==> src/design/sps_map.vh <==
// Register indices, field positions, codes and timing counts of the serial port
`ifndef SPS_MAP_VH
`define SPS_MAP_VH

// ****************************************
// Register indices (byte address = index * 4)
// ****************************************
`define SPS_IDX_BUFFER    10'h013
`define SPS_IDX_CONTROL   10'h014
`define SPS_IDX_STATE     10'h094

// ****************************************
// Field positions
// ****************************************
`define SPS_CTL_COLL      7
`define SPS_CTL_OVFL      6
`define SPS_CTL_ENABLE    5
`define SPS_CTL_POL       4
`define SPS_ST_SMP        7
`define SPS_ST_EDGE       6
`define SPS_ST_FULL       0

// ****************************************
// Reset values
// ****************************************
`define SPS_CONTROL_RST   8'h00
`define SPS_STATE_RST     8'h00

// ****************************************
// Mode field codes
// ****************************************
`define SPS_MODE_DIV4     4'h0
`define SPS_MODE_DIV16    4'h1
`define SPS_MODE_DIV64    4'h2
`define SPS_MODE_TIMER    4'h3
`define SPS_MODE_SLV_SEL  4'h4
`define SPS_MODE_SLV_FREE 4'h5
`define SPS_MODE_I2C7     4'h6
`define SPS_MODE_I2C10    4'h7
`define SPS_MODE_I2C7_SP  4'hb
`define SPS_MODE_I2C10_SP 4'hf

// ****************************************
// Timing counts: oscillator cycles per serial clock period
// ****************************************
`define SPS_DIV_A         7'd4
`define SPS_DIV_B         7'd16
`define SPS_DIV_C         7'd64

// ****************************************
// Bus answers
// ****************************************
`define SPS_RESP_OKAY     2'h0
`define SPS_RESP_SLVERR   2'h2

`endif

==> src/design/sps_pair_fifo.v <==
// Small valid/ready buffer for received bytes
`timescale 1ns/1ps
`default_nettype none

module sps_pair_fifo #(
  parameter WIDTH = 8,
  parameter DEPTH = 2,
  parameter AW    = 1
) (
  input  wire             clock_in,
  input  wire             rst_in,
  input  wire             flush_in,
  input  wire             in_valid_in,
  output wire             in_ready_out,
  input  wire [WIDTH-1:0] in_data_in,
  output wire             out_valid_out,
  input  wire             out_ready_in,
  output wire [WIDTH-1:0] out_data_out
);

  reg [WIDTH-1:0] mem_q [0:DEPTH-1];
  reg [AW-1:0]    wr_ptr_q;
  reg [AW-1:0]    rd_ptr_q;
  reg [AW:0]      count_q;
  wire            push;
  wire            pop;

  // Honest full and empty from the fill count
  assign in_ready_out  = (count_q != DEPTH[AW:0]);
  assign out_valid_out = (count_q != {(AW+1){1'b0}});
  assign out_data_out  = mem_q[rd_ptr_q];
  assign push          = in_valid_in & in_ready_out;
  assign pop           = out_valid_out & out_ready_in;

  // Pointers and count
  always @(posedge clock_in or posedge rst_in) begin
    if (rst_in) begin
      wr_ptr_q <= {AW{1'b0}};
      rd_ptr_q <= {AW{1'b0}};
      count_q  <= {(AW+1){1'b0}};
    end else if (flush_in) begin
      wr_ptr_q <= {AW{1'b0}};
      rd_ptr_q <= {AW{1'b0}};
      count_q  <= {(AW+1){1'b0}};
    end else begin
      if (push)
        wr_ptr_q <= (wr_ptr_q == DEPTH[AW-1:0] - 1'b1) ? {AW{1'b0}} : wr_ptr_q + 1'b1;
      if (pop)
        rd_ptr_q <= (rd_ptr_q == DEPTH[AW-1:0] - 1'b1) ? {AW{1'b0}} : rd_ptr_q + 1'b1;
      if (push && !pop)
        count_q <= count_q + 1'b1;
      else if (pop && !push)
        count_q <= count_q - 1'b1;
    end
  end

  // Storage, no reset needed on data
  always @(posedge clock_in) begin
    if (push)
      mem_q[wr_ptr_q] <= in_data_in;
  end

endmodule // sps_pair_fifo

`default_nettype wire

==> src/design/sps_spi_port.v <==
// SPI master/slave serial port with mode select, enable and AXI4-Lite registers
//
// What this block does
// - Modes 0000, 0001, 0010 make a master whose clock is the oscillator over 4, 16 or 64.
// - Mode 0011 makes a master whose clock is half the rate of the timer two output.
// - Mode 0100 makes a slave on the clock pin, gated and framed by slave select.
// - Mode 0101 makes a slave on the clock pin that ignores slave select, freeing that pin.
// - Modes 0110, 0111, 1011, 1111 hand the port over to I2C slave operation instead of SPI.
// - The port stays inactive until the enable bit, control bit 5, is set.
// - In modes 0000 to 0101, setting enable gives the data-in, data-out and clock pins to the port, and the select pin only in mode 0100.
// - As a slave with select control, the SPI logic resets while select is high.
// - Clearing enable disables the port and returns its pins to ordinary I/O.
`timescale 1ns/1ps
`default_nettype none
`include "sps_map.vh"

module sps_spi_port (
  input  wire        clock_in,
  input  wire        rst_in,
  // AXI4-Lite slave
  input  wire [11:0] s_axi_awaddr,
  input  wire        s_axi_awvalid,
  output reg         s_axi_awready,
  input  wire [31:0] s_axi_wdata,
  input  wire [3:0]  s_axi_wstrb,
  input  wire        s_axi_wvalid,
  output reg         s_axi_wready,
  output reg  [1:0]  s_axi_bresp,
  output reg         s_axi_bvalid,
  input  wire        s_axi_bready,
  input  wire [11:0] s_axi_araddr,
  input  wire        s_axi_arvalid,
  output reg         s_axi_arready,
  output reg  [31:0] s_axi_rdata,
  output reg  [1:0]  s_axi_rresp,
  output reg         s_axi_rvalid,
  input  wire        s_axi_rready,
  // Timer two output, one-cycle pulse
  input  wire        timer_two_tick_in,
  // Serial pins
  input  wire        serial_clk_in,
  output reg         serial_clk_out,
  output reg         serial_clk_oe_out,
  input  wire        serial_in_pin_in,
  output reg         serial_out_pin_out,
  output reg         serial_out_pin_oe_out,
  input  wire        slave_sel_n_in,
  // Pin ownership: 1 = serial function, 0 = general I/O
  output reg         pins_spi_out,
  output reg         slave_sel_spi_out,
  output reg         pins_i2c_out
);

  // ****************************************
  // Declarations
  // ****************************************
  localparam S_IDLE  = 3'b001;
  localparam S_SHIFT = 3'b010;
  localparam S_DONE  = 3'b100;
  localparam [7:0] ST_RST = `SPS_STATE_RST;  // Status reset value as a sized word

  reg  [7:0] ctrl_q;
  reg  [1:0] cfg_q;            // Sample and edge select bits
  reg        full_q;
  reg  [7:0] rx_buf_q;
  reg  [7:0] tx_q;
  reg        tx_pend_q;
  reg  [7:0] shift_q;
  reg        in_bit_q;
  reg  [2:0] bit_cnt_q;
  reg  [2:0] state_q;
  reg  [5:0] div_cnt_q;
  reg        sck_q;
  reg        sck_prev_q;
  reg        aw_held_q;
  reg        w_held_q;
  reg  [9:0] aw_idx_q;
  reg  [7:0] wdat_q;
  reg        wlane_q;

  wire [3:0] mode     = ctrl_q[3:0];
  wire       enabled  = ctrl_q[`SPS_CTL_ENABLE];
  wire       pol      = ctrl_q[`SPS_CTL_POL];
  wire       is_mst   = enabled && (mode <= `SPS_MODE_TIMER);
  wire       is_slv   = enabled && (mode == `SPS_MODE_SLV_SEL ||
                                    mode == `SPS_MODE_SLV_FREE);
  wire       spi_on   = is_mst | is_slv;
  wire       sel_hold = is_slv && (mode == `SPS_MODE_SLV_SEL) && slave_sel_n_in;
  wire       do_write = aw_held_q & w_held_q & ~s_axi_bvalid;
  wire       rd_go    = s_axi_arvalid & s_axi_arready;
  wire       buf_wr   = do_write && wlane_q && (aw_idx_q == `SPS_IDX_BUFFER);
  wire       ctl_wr   = do_write && wlane_q && (aw_idx_q == `SPS_IDX_CONTROL);
  wire       st_wr    = do_write && wlane_q && (aw_idx_q == `SPS_IDX_STATE);
  wire       buf_rd   = rd_go && (s_axi_araddr[11:2] == `SPS_IDX_BUFFER);
  wire       busy     = (state_q != S_IDLE);

  // Half period of the divided clock for each master code
  function [5:0] half_count;
    input [3:0] m;
    reg   [6:0] full;
    begin
      case (m)
        `SPS_MODE_DIV4:  full = `SPS_DIV_A;
        `SPS_MODE_DIV16: full = `SPS_DIV_B;
        default:         full = `SPS_DIV_C;
      endcase
      half_count = full[6:1];
    end
  endfunction

  // Address decode shared by reads and writes
  function is_mapped;
    input [9:0] idx;
    begin
      is_mapped = (idx == `SPS_IDX_BUFFER) || (idx == `SPS_IDX_CONTROL) ||
                  (idx == `SPS_IDX_STATE);
    end
  endfunction

  // ****************************************
  // Serial clock edges
  // ****************************************
  wire       div_hit  = (div_cnt_q == half_count(mode) - 6'd1);
  wire       mst_tick = is_mst && (state_q == S_SHIFT) &&
                        ((mode == `SPS_MODE_TIMER) ? timer_two_tick_in : div_hit);
  wire       slv_edge = is_slv && !sel_hold && (serial_clk_in != sck_prev_q);
  wire       lead     = is_mst ? (mst_tick && sck_q == pol)
                               : (slv_edge && sck_prev_q == pol);
  wire       trail    = is_mst ? (mst_tick && sck_q != pol)
                               : (slv_edge && sck_prev_q != pol);

  // Receive buffer between shifter and buffer register
  wire       fifo_in_ready;
  wire       fifo_out_valid;
  wire [7:0] fifo_out_data;
  wire       push_req = (state_q == S_DONE);

  sps_pair_fifo #(
    .WIDTH (8),
    .DEPTH (2),
    .AW    (1)
  ) u_rx_fifo (
    .clock_in      (clock_in),
    .rst_in        (rst_in),
    .flush_in      (~spi_on),
    .in_valid_in   (push_req),
    .in_ready_out  (fifo_in_ready),
    .in_data_in    (shift_q),
    .out_valid_out (fifo_out_valid),
    .out_ready_in  (~full_q),
    .out_data_out  (fifo_out_data)
  );

  // ****************************************
  // Shifter and transfer sequencing
  // ****************************************
  always @(posedge clock_in or posedge rst_in) begin
    if (rst_in) begin
      state_q    <= S_IDLE;
      shift_q    <= 8'h00;
      in_bit_q   <= 1'b0;
      bit_cnt_q  <= 3'h0;
      div_cnt_q  <= 6'h00;
      sck_q      <= 1'b0;
      sck_prev_q <= 1'b0;
      tx_pend_q  <= 1'b0;
    end else begin
      sck_prev_q <= serial_clk_in;
      if (!spi_on || sel_hold) begin
        // Disabled or deselected: shifter back to idle
        state_q   <= S_IDLE;
        bit_cnt_q <= 3'h0;
        div_cnt_q <= 6'h00;
        sck_q     <= pol;
        tx_pend_q <= spi_on & (tx_pend_q | (buf_wr & ~busy)); // Byte waits for select
      end else begin
        div_cnt_q <= (div_hit || state_q != S_SHIFT) ? 6'h00 : div_cnt_q + 6'd1;
        if (buf_wr && !busy)
          tx_pend_q <= 1'b1;
        case (state_q)
          S_IDLE: begin
            sck_q <= pol;
            if (tx_pend_q) begin
              shift_q   <= tx_q;
              tx_pend_q <= 1'b0;
              state_q   <= S_SHIFT;
            end else if (is_slv && lead) begin
              // Slave clocked without a new byte: shift out the last byte received
              in_bit_q <= serial_in_pin_in;
              state_q  <= S_SHIFT;
            end
          end
          S_SHIFT: begin
            if (mst_tick)
              sck_q <= ~sck_q;
            if (lead)
              in_bit_q <= serial_in_pin_in;
            if (trail) begin
              shift_q   <= {shift_q[6:0], in_bit_q};
              bit_cnt_q <= bit_cnt_q + 3'd1;
              if (bit_cnt_q == 3'd7)
                state_q <= S_DONE;
            end
          end
          S_DONE: begin
            // Master waits for room; a slave cannot wait and drops
            if (fifo_in_ready || is_slv)
              state_q <= S_IDLE;
          end
          default: state_q <= S_IDLE;
        endcase
      end
    end
  end

  // ****************************************
  // Registers: control, state, buffer
  // ****************************************
  always @(posedge clock_in or posedge rst_in) begin
    if (rst_in) begin
      ctrl_q   <= `SPS_CONTROL_RST;
      cfg_q    <= ST_RST[7:6];
      full_q   <= 1'b0;
      rx_buf_q <= 8'h00;
      tx_q     <= 8'h00;
    end else begin
      if (ctl_wr)
        ctrl_q <= wdat_q;
      if (st_wr)
        cfg_q <= wdat_q[`SPS_ST_SMP:`SPS_ST_EDGE];
      if (buf_wr && !busy)
        tx_q <= wdat_q;
      // Collision: buffer written mid-transfer; set beats software clear
      if (buf_wr && busy)
        ctrl_q[`SPS_CTL_COLL] <= 1'b1;
      // Overflow: slave byte with no room; set beats software clear
      if (push_req && is_slv && !fifo_in_ready)
        ctrl_q[`SPS_CTL_OVFL] <= 1'b1;
      // Buffer full flag: set on load, cleared by reading the buffer
      if (fifo_out_valid && !full_q) begin
        rx_buf_q <= fifo_out_data;
        full_q   <= 1'b1;
      end else if (buf_rd) begin
        full_q <= 1'b0;
      end
      if (!spi_on)
        full_q <= full_q & ~buf_rd;
    end
  end

  // ****************************************
  // Pin ownership and drivers
  // ****************************************
  always @(posedge clock_in or posedge rst_in) begin
    if (rst_in) begin
      pins_spi_out          <= 1'b0;
      slave_sel_spi_out     <= 1'b0;
      pins_i2c_out          <= 1'b0;
      serial_clk_out        <= 1'b0;
      serial_clk_oe_out     <= 1'b0;
      serial_out_pin_out    <= 1'b0;
      serial_out_pin_oe_out <= 1'b0;
    end else begin
      pins_spi_out      <= spi_on;
      slave_sel_spi_out <= is_slv && (mode == `SPS_MODE_SLV_SEL);
      pins_i2c_out      <= enabled && (mode == `SPS_MODE_I2C7 ||
                                       mode == `SPS_MODE_I2C10 ||
                                       mode == `SPS_MODE_I2C7_SP ||
                                       mode == `SPS_MODE_I2C10_SP);
      serial_clk_out        <= sck_q;
      serial_clk_oe_out     <= is_mst;
      serial_out_pin_out    <= shift_q[7];
      serial_out_pin_oe_out <= is_mst || (is_slv && !sel_hold);
    end
  end

  // ****************************************
  // AXI4-Lite write channel
  // ****************************************
  always @(posedge clock_in or posedge rst_in) begin
    if (rst_in) begin
      aw_held_q     <= 1'b0;
      w_held_q      <= 1'b0;
      aw_idx_q      <= 10'h000;
      wdat_q        <= 8'h00;
      wlane_q       <= 1'b0;
      s_axi_awready <= 1'b0;
      s_axi_wready  <= 1'b0;
      s_axi_bvalid  <= 1'b0;
      s_axi_bresp   <= `SPS_RESP_OKAY;
    end else begin
      s_axi_awready <= ~aw_held_q & ~s_axi_awready & s_axi_awvalid;
      s_axi_wready  <= ~w_held_q & ~s_axi_wready & s_axi_wvalid;
      if (s_axi_awvalid && s_axi_awready) begin
        aw_held_q <= 1'b1;
        aw_idx_q  <= s_axi_awaddr[11:2];
      end
      if (s_axi_wvalid && s_axi_wready) begin
        w_held_q <= 1'b1;
        wdat_q   <= s_axi_wdata[7:0];
        wlane_q  <= s_axi_wstrb[0];
      end
      if (do_write) begin
        aw_held_q    <= 1'b0;
        w_held_q     <= 1'b0;
        s_axi_bvalid <= 1'b1;
        s_axi_bresp  <= is_mapped(aw_idx_q) ? `SPS_RESP_OKAY : `SPS_RESP_SLVERR;
      end else if (s_axi_bvalid && s_axi_bready) begin
        s_axi_bvalid <= 1'b0;
      end
    end
  end

  // ****************************************
  // AXI4-Lite read channel
  // ****************************************
  always @(posedge clock_in or posedge rst_in) begin
    if (rst_in) begin
      s_axi_arready <= 1'b0;
      s_axi_rvalid  <= 1'b0;
      s_axi_rdata   <= 32'h0000_0000;
      s_axi_rresp   <= `SPS_RESP_OKAY;
    end else begin
      s_axi_arready <= ~s_axi_arready & ~s_axi_rvalid & s_axi_arvalid;
      if (rd_go) begin
        s_axi_rvalid <= 1'b1;
        s_axi_rresp  <= is_mapped(s_axi_araddr[11:2]) ? `SPS_RESP_OKAY
                                                        : `SPS_RESP_SLVERR;
        case (s_axi_araddr[11:2])
          `SPS_IDX_BUFFER:  s_axi_rdata <= {24'h000000, rx_buf_q};
          `SPS_IDX_CONTROL: s_axi_rdata <= {24'h000000, ctrl_q};
          `SPS_IDX_STATE:   s_axi_rdata <= {24'h000000, cfg_q, 5'h00, full_q};
          default:          s_axi_rdata <= 32'h0000_0000;
        endcase
      end else if (s_axi_rvalid && s_axi_rready) begin
        s_axi_rvalid <= 1'b0;
      end
    end
  end

endmodule // sps_spi_port

`default_nettype wire

==> config.mk <==
export PLATFORM = sky130hd
export DESIGN_NAME = sps_spi_port
export DESIGN_NICKNAME = d
export VERILOG_FILES = /design/src/design/sps_pair_fifo.v /design/src/design/sps_spi_port.v
export VERILOG_INCLUDE_DIRS = /design/src /design/src/design
export SDC_FILE = /design/constraint.sdc
export NUM_CORES = 1
export LEC_CHECK = 0
export BUFFER_PORTS_ARGS = -buffer_cell sky130_fd_sc_hd__buf_2
export CAP_MARGIN = 25
export CORE_UTILIZATION = 40
export DETAILED_ROUTE_END_ITERATION = 12
export SYNTH_ARGS = -nofsm -noshare
export SYNTH_HDL_FRONTEND = slang
export SYNTH_SLANG_ARGS = --single-unit
==> constraint.sdc <==
create_clock -name clock_in -period 8.51 [get_ports clock_in]
set_input_delay 0.4255 -clock clock_in [delete_from_list [all_inputs] [get_ports clock_in]]
set_output_delay 0.4255 -clock clock_in [all_outputs]
set_load 0.02 [all_outputs]
==> PnR_summary.wiki <==
{| class="wikitable"
! Metric !! Value
|-
| Ys async rst share || 86.0%
|-
| N_diodes || 0
|-
| Required time at the worst-slack endpoint || 8.81 ns
|-
| Fin Hold WS || about 0.17 ns
|-
| Total power after layout || 1.54 mW
|-
| Actual transition at the worst max-transition pin || approximately 0.83 ns
|-
| Pin count of the biggest net entering global routing || slightly below 70
|-
| Antenna violation net count after detailed routing || 0
|-
| # IOs || 119
|-
| Clock latency reported for the late side of the worst-skew pair || around 0.42 ns
|-
| Final period util || 37.3%
|-
| Number of design-rule violations left by the first detailed-router iteration || 167
|-
| Count of warnings emitted by yosys || 0
|-
| Placer's final routability congestion estimate || 0.791
|-
| Layout Area Growth over Synthesis || 18.7%
|-
| Fraction of layout cells with a size suffix above 1 || 29.2%
|-
| Vias per std cell || between 4 and 5
|-
| Power density cells || 244 mW/mm^2
|-
| Number of nets in the layout || 600
|-
| Number of detailed-route iterations in the first pass || 4
|-
| Count of placed standard cells including taps || 676
|-
| Setup Viol. Count Final || 0
|-
| Effective utilization at floorplan || 41.6%
|-
| Leakage power total || 2.94 nW
|-
| Status || completed
|-
| TritonCTS clock tree || yes
|-
| Die Wd || 117 um
|-
| Wire length per cell after detailed routing || between 10 and 15 um
|-
| Yosys cell types || 67
|-
| Share of the yosys chip area belonging to registers || roughly 55%
|-
| Largest buffer count on any clock path || 2
|-
| Core area || 0.0128 mm^2
|-
| Fill cell count || approximately 1,200
|-
| Chip Height || 117 um
|-
| Minimum period implied by the final worst setup slack || 3.18 ns
|-
| Tightest Hold Check Type || input pin to flip-flop
|-
| Number of antenna violations at the first check in global routing || 0
|-
| Root buffer selected by CTS || sky130_fd_sc_hd__clkbuf_16
|-
| Number of clock sinks seen by CTS || 114
|-
| Final hold violation count || 0
|-
| FMAX || 0.315 GHz
|-
| Total of max-cap violations || 0
|-
| Kind of launch point of the worst setup path || flip-flop
|-
| Predominant post-synthesis flop cell || sky130_fd_sc_hd__dfrtp_1
|-
| Rows || 41
|-
| Maximum net fanout on the critical path || 10
|-
| Inserted Clock Buffers || 17
|-
| Detailed-placement wirelength estimate || 6.94 mm
|-
| Number of H-tree levels || 4
|-
| Worst slack at placement || 5.37 ns
|-
| Tot GR Track Use || 16.3%
|-
| Via count || 3,387
|-
| Count of buffers added by post-CTS timing repair for setup || 0
|-
| Final-report max-slew violation count || 0
|-
| Max_slew headroom || between 40% and 50%
|-
| EDFF count, synth || 16
|-
| Final std cells w/o fill || approximately 710
|-
| Resize count post-CTS || 0
|-
| #FFs+latches synth || 114
|-
| Arr. time, crit path || between 3 and 4 ns
|-
| Global-route wire length before repair || 16.3 mm
|-
| Total detailed-routing wirelength || 9.77 mm
|-
| Post-CTS Hold Buffers || 1
|-
| Peak supply drop || 221 uV
|-
| Clock skew after layout || 0.0107 ns
|-
| Synthesized cell area || 0.00531 mm^2
|-
| Setup TNS || 0 ns
|-
| Vias in the first global route || about 3,300
|-
| Clock edge transition at the registers on the reported setup and hold paths || 0.06 ns
|-
| Quantity of I/O buffers inserted on ports || 61
|-
| Grt total ovfl || 0
|-
| Crit Path Category || flip-flop to flip-flop
|-
| Full die area || between 0.01 and 0.015 mm^2
|-
| Mean instance size in the synthesized netlist || 11.7 um^2
|-
| Category of the worst setup path capture point || flip-flop
|-
| Final worst-path setup slack || roughly 5.3 ns
|-
| RSZ-0062 raised after global routing || false
|-
| Count of mapped cells out of synthesis || 454
|-
| DRC violations left || 0
|}
==> stage by stage <==
| step | util [%] | instance area, um^2 |
|---|---|---|
| finish | 49.3 | 6300 |
| global route | 49.3 | 6300 |
| CTS | 49.3 | 6300 |
| detailed placement | 44.5 | 5680 |
| global placement | 44.4 | 5670 |
| floorplan | - | 5400 |
==> state kept, by name, summed over array words and instances (netlist names), 2 cells and up <==
| name | count |
|---|---|
| u_rx_fifo.mem_q | 16 |
| aw_idx_q | 10 |
| ctrl_q | 8 |
| rx_buf_q | 8 |
| s_axi_rdata | 8 |
| shift_q | 8 |
| tx_q | 8 |
| wdat_q | 8 |
| div_cnt_q | 6 |
| bit_cnt_q | 3 |
| state_q | 3 |
| cfg_q | 2 |
| u_rx_fifo.count_q | 2 |
==> synth_stat cells, types with 3 or more instances <==
cell type | number | area share, %
sky130_fd_sc_hd__or2_2 | 3 | 0.35
sky130_fd_sc_hd__nand3_1 | 9 | 0.85
sky130_fd_sc_hd__or3b_1 | 3 | 0.50
sky130_fd_sc_hd__mux2_4 | 8 | 2.3
sky130_fd_sc_hd__xnor2_1 | 5 | 0.83
sky130_fd_sc_hd__nand2b_1 | 4 | 0.47
sky130_fd_sc_hd__o21ai_0 | 18 | 1.7
sky130_fd_sc_hd__and2_1 | 3 | 0.35
sky130_fd_sc_hd__mux2i_1 | 19 | 3.6
sky130_fd_sc_hd__nor2_1 | 28 | 2.0
sky130_fd_sc_hd__nor3b_1 | 8 | 1.1
sky130_fd_sc_hd__nor2b_1 | 5 | 0.59
sky130_fd_sc_hd__dfrtp_1 | 97 | 46
sky130_fd_sc_hd__edfxtp_1 | 16 | 9.1
sky130_fd_sc_hd__clkbuf_1 | 8 | 0.57
sky130_fd_sc_hd__a21oi_1 | 8 | 0.75
sky130_fd_sc_hd__nand2_1 | 61 | 4.3
sky130_fd_sc_hd__buf_4 | 26 | 3.7
sky130_fd_sc_hd__buf_6 | 3 | 0.64
sky130_fd_sc_hd__mux2_2 | 35 | 7.4
sky130_fd_sc_hd__xor2_1 | 5 | 0.83
sky130_fd_sc_hd__o21ai_1 | 4 | 0.38
sky130_fd_sc_hd__and3_1 | 3 | 0.35
sky130_fd_sc_hd__inv_1 | 11 | 0.78
sky130_fd_sc_hd__a22oi_1 | 6 | 0.85
sky130_fd_sc_hd__ha_1 | 5 | 1.2
==> final timing paths <==
path,from,end,slack (ns),depth (start not counted)
worst max-delay path,ctrl_q[3],shift_q[7],5.33,7
worst min-delay path,serial_clk_in,sck_prev_q,0.17,1
worst max register to register,ctrl_q[3],shift_q[7],5.33,7
worst min register to register,shift_q[7],serial_out_pin_out,0.42,0
max in group asynchronous,rst_in,slave_sel_spi_out,6.79,4
min in group asynchronous,rst_in,aw_idx_q[9],0.55,3
==> critical path, stage by stage (launching register included) <==
cell and delay [ns]:
sky130_fd_sc_hd__dfrtp_1 0.55, sky130_fd_sc_hd__or4b_2 0.73, sky130_fd_sc_hd__ha_1 0.22, sky130_fd_sc_hd__or2_2 0.27, sky130_fd_sc_hd__mux2i_1 0.31, sky130_fd_sc_hd__nand4_2 0.20
sky130_fd_sc_hd__a31oi_4 0.43, sky130_fd_sc_hd__mux2_4 0.34
==> per-layer routing <==
layer | vias up | wire (um) | global-route usage, %
met5 | - | 0 | 0
met4 | 0 | 175 | 7.59
met3 | 15 | 531 | 6.02
met2 | 110 | 4310 | 24.6
met1 | 1585 | 4760 | 20.8
li1 | 1677 | - | -
==> kinds of logic after synthesis <==
| kind of cell | after synthesis | share of synthesized area (%) |
|---|---|---|
| and+or+nand+nor | 152 | 15.1 |
| DFF | 114 | 55.3 |
| muxes | 63 | 13.5 |
| AOI/OAI and AO/OA | 57 | 7.26 |
| buffers and inverters | 52 | 5.99 |
| xor gates and xnor gates | 10 | 1.65 |
| adders and majority gates | 5 | 1.18 |
| other | 1 | 0.0707 |
==> cell usage in the layout, fill, tap and decap left out, types with 4 or more instances in the layout <==
master	count
sky130_fd_sc_hd__dfrtp_1	97
sky130_fd_sc_hd__nand2_1	61
sky130_fd_sc_hd__buf_2	61
sky130_fd_sc_hd__mux2_2	35
sky130_fd_sc_hd__nor2_1	28
sky130_fd_sc_hd__conb_1	26
sky130_fd_sc_hd__mux2i_1	19
sky130_fd_sc_hd__o21ai_0	18
sky130_fd_sc_hd__clkbuf_16	17
sky130_fd_sc_hd__edfxtp_1	16
sky130_fd_sc_hd__inv_1	10
sky130_fd_sc_hd__nand3_1	9
sky130_fd_sc_hd__a21oi_1	8
sky130_fd_sc_hd__nor3b_1	8
sky130_fd_sc_hd__mux2_4	8
sky130_fd_sc_hd__a22oi_1	6
sky130_fd_sc_hd__nor2b_1	5
sky130_fd_sc_hd__xnor2_1	5
sky130_fd_sc_hd__xor2_1	5
sky130_fd_sc_hd__ha_1	5
sky130_fd_sc_hd__o21ai_1	4
sky130_fd_sc_hd__nand2b_1	4
sky130_fd_sc_hd__clkinv_4	4
sky130_fd_sc_hd__inv_6	4
sky130_fd_sc_hd__buf_4	4
==> cell type report <==
type                       instances  area (um^2)  area share [%]
multi-input combinational        313         2150            34.1
clock buffer                      17          425            6.75
inverter                          12         47.5           0.755
sequential                       114         2930            46.6
tap                              172          215            3.42
clock inverter                    15          183            2.90
timing repair buffer              66          345            5.48
==> where the power goes <==
| group | internal, mW | switching (mW) | leakage, nW |
|---|---|---|---|
| sequential | 0.615 | 0.0464 | 1.41 |
| combinational | 0.0730 | 0.0771 | 1.23 |
| clock | 0.463 | 0.262 | 0.298 |
| total | 1.15 | 0.385 | 2.94 |
Note: power is estimated with default switching activity, not from simulation.
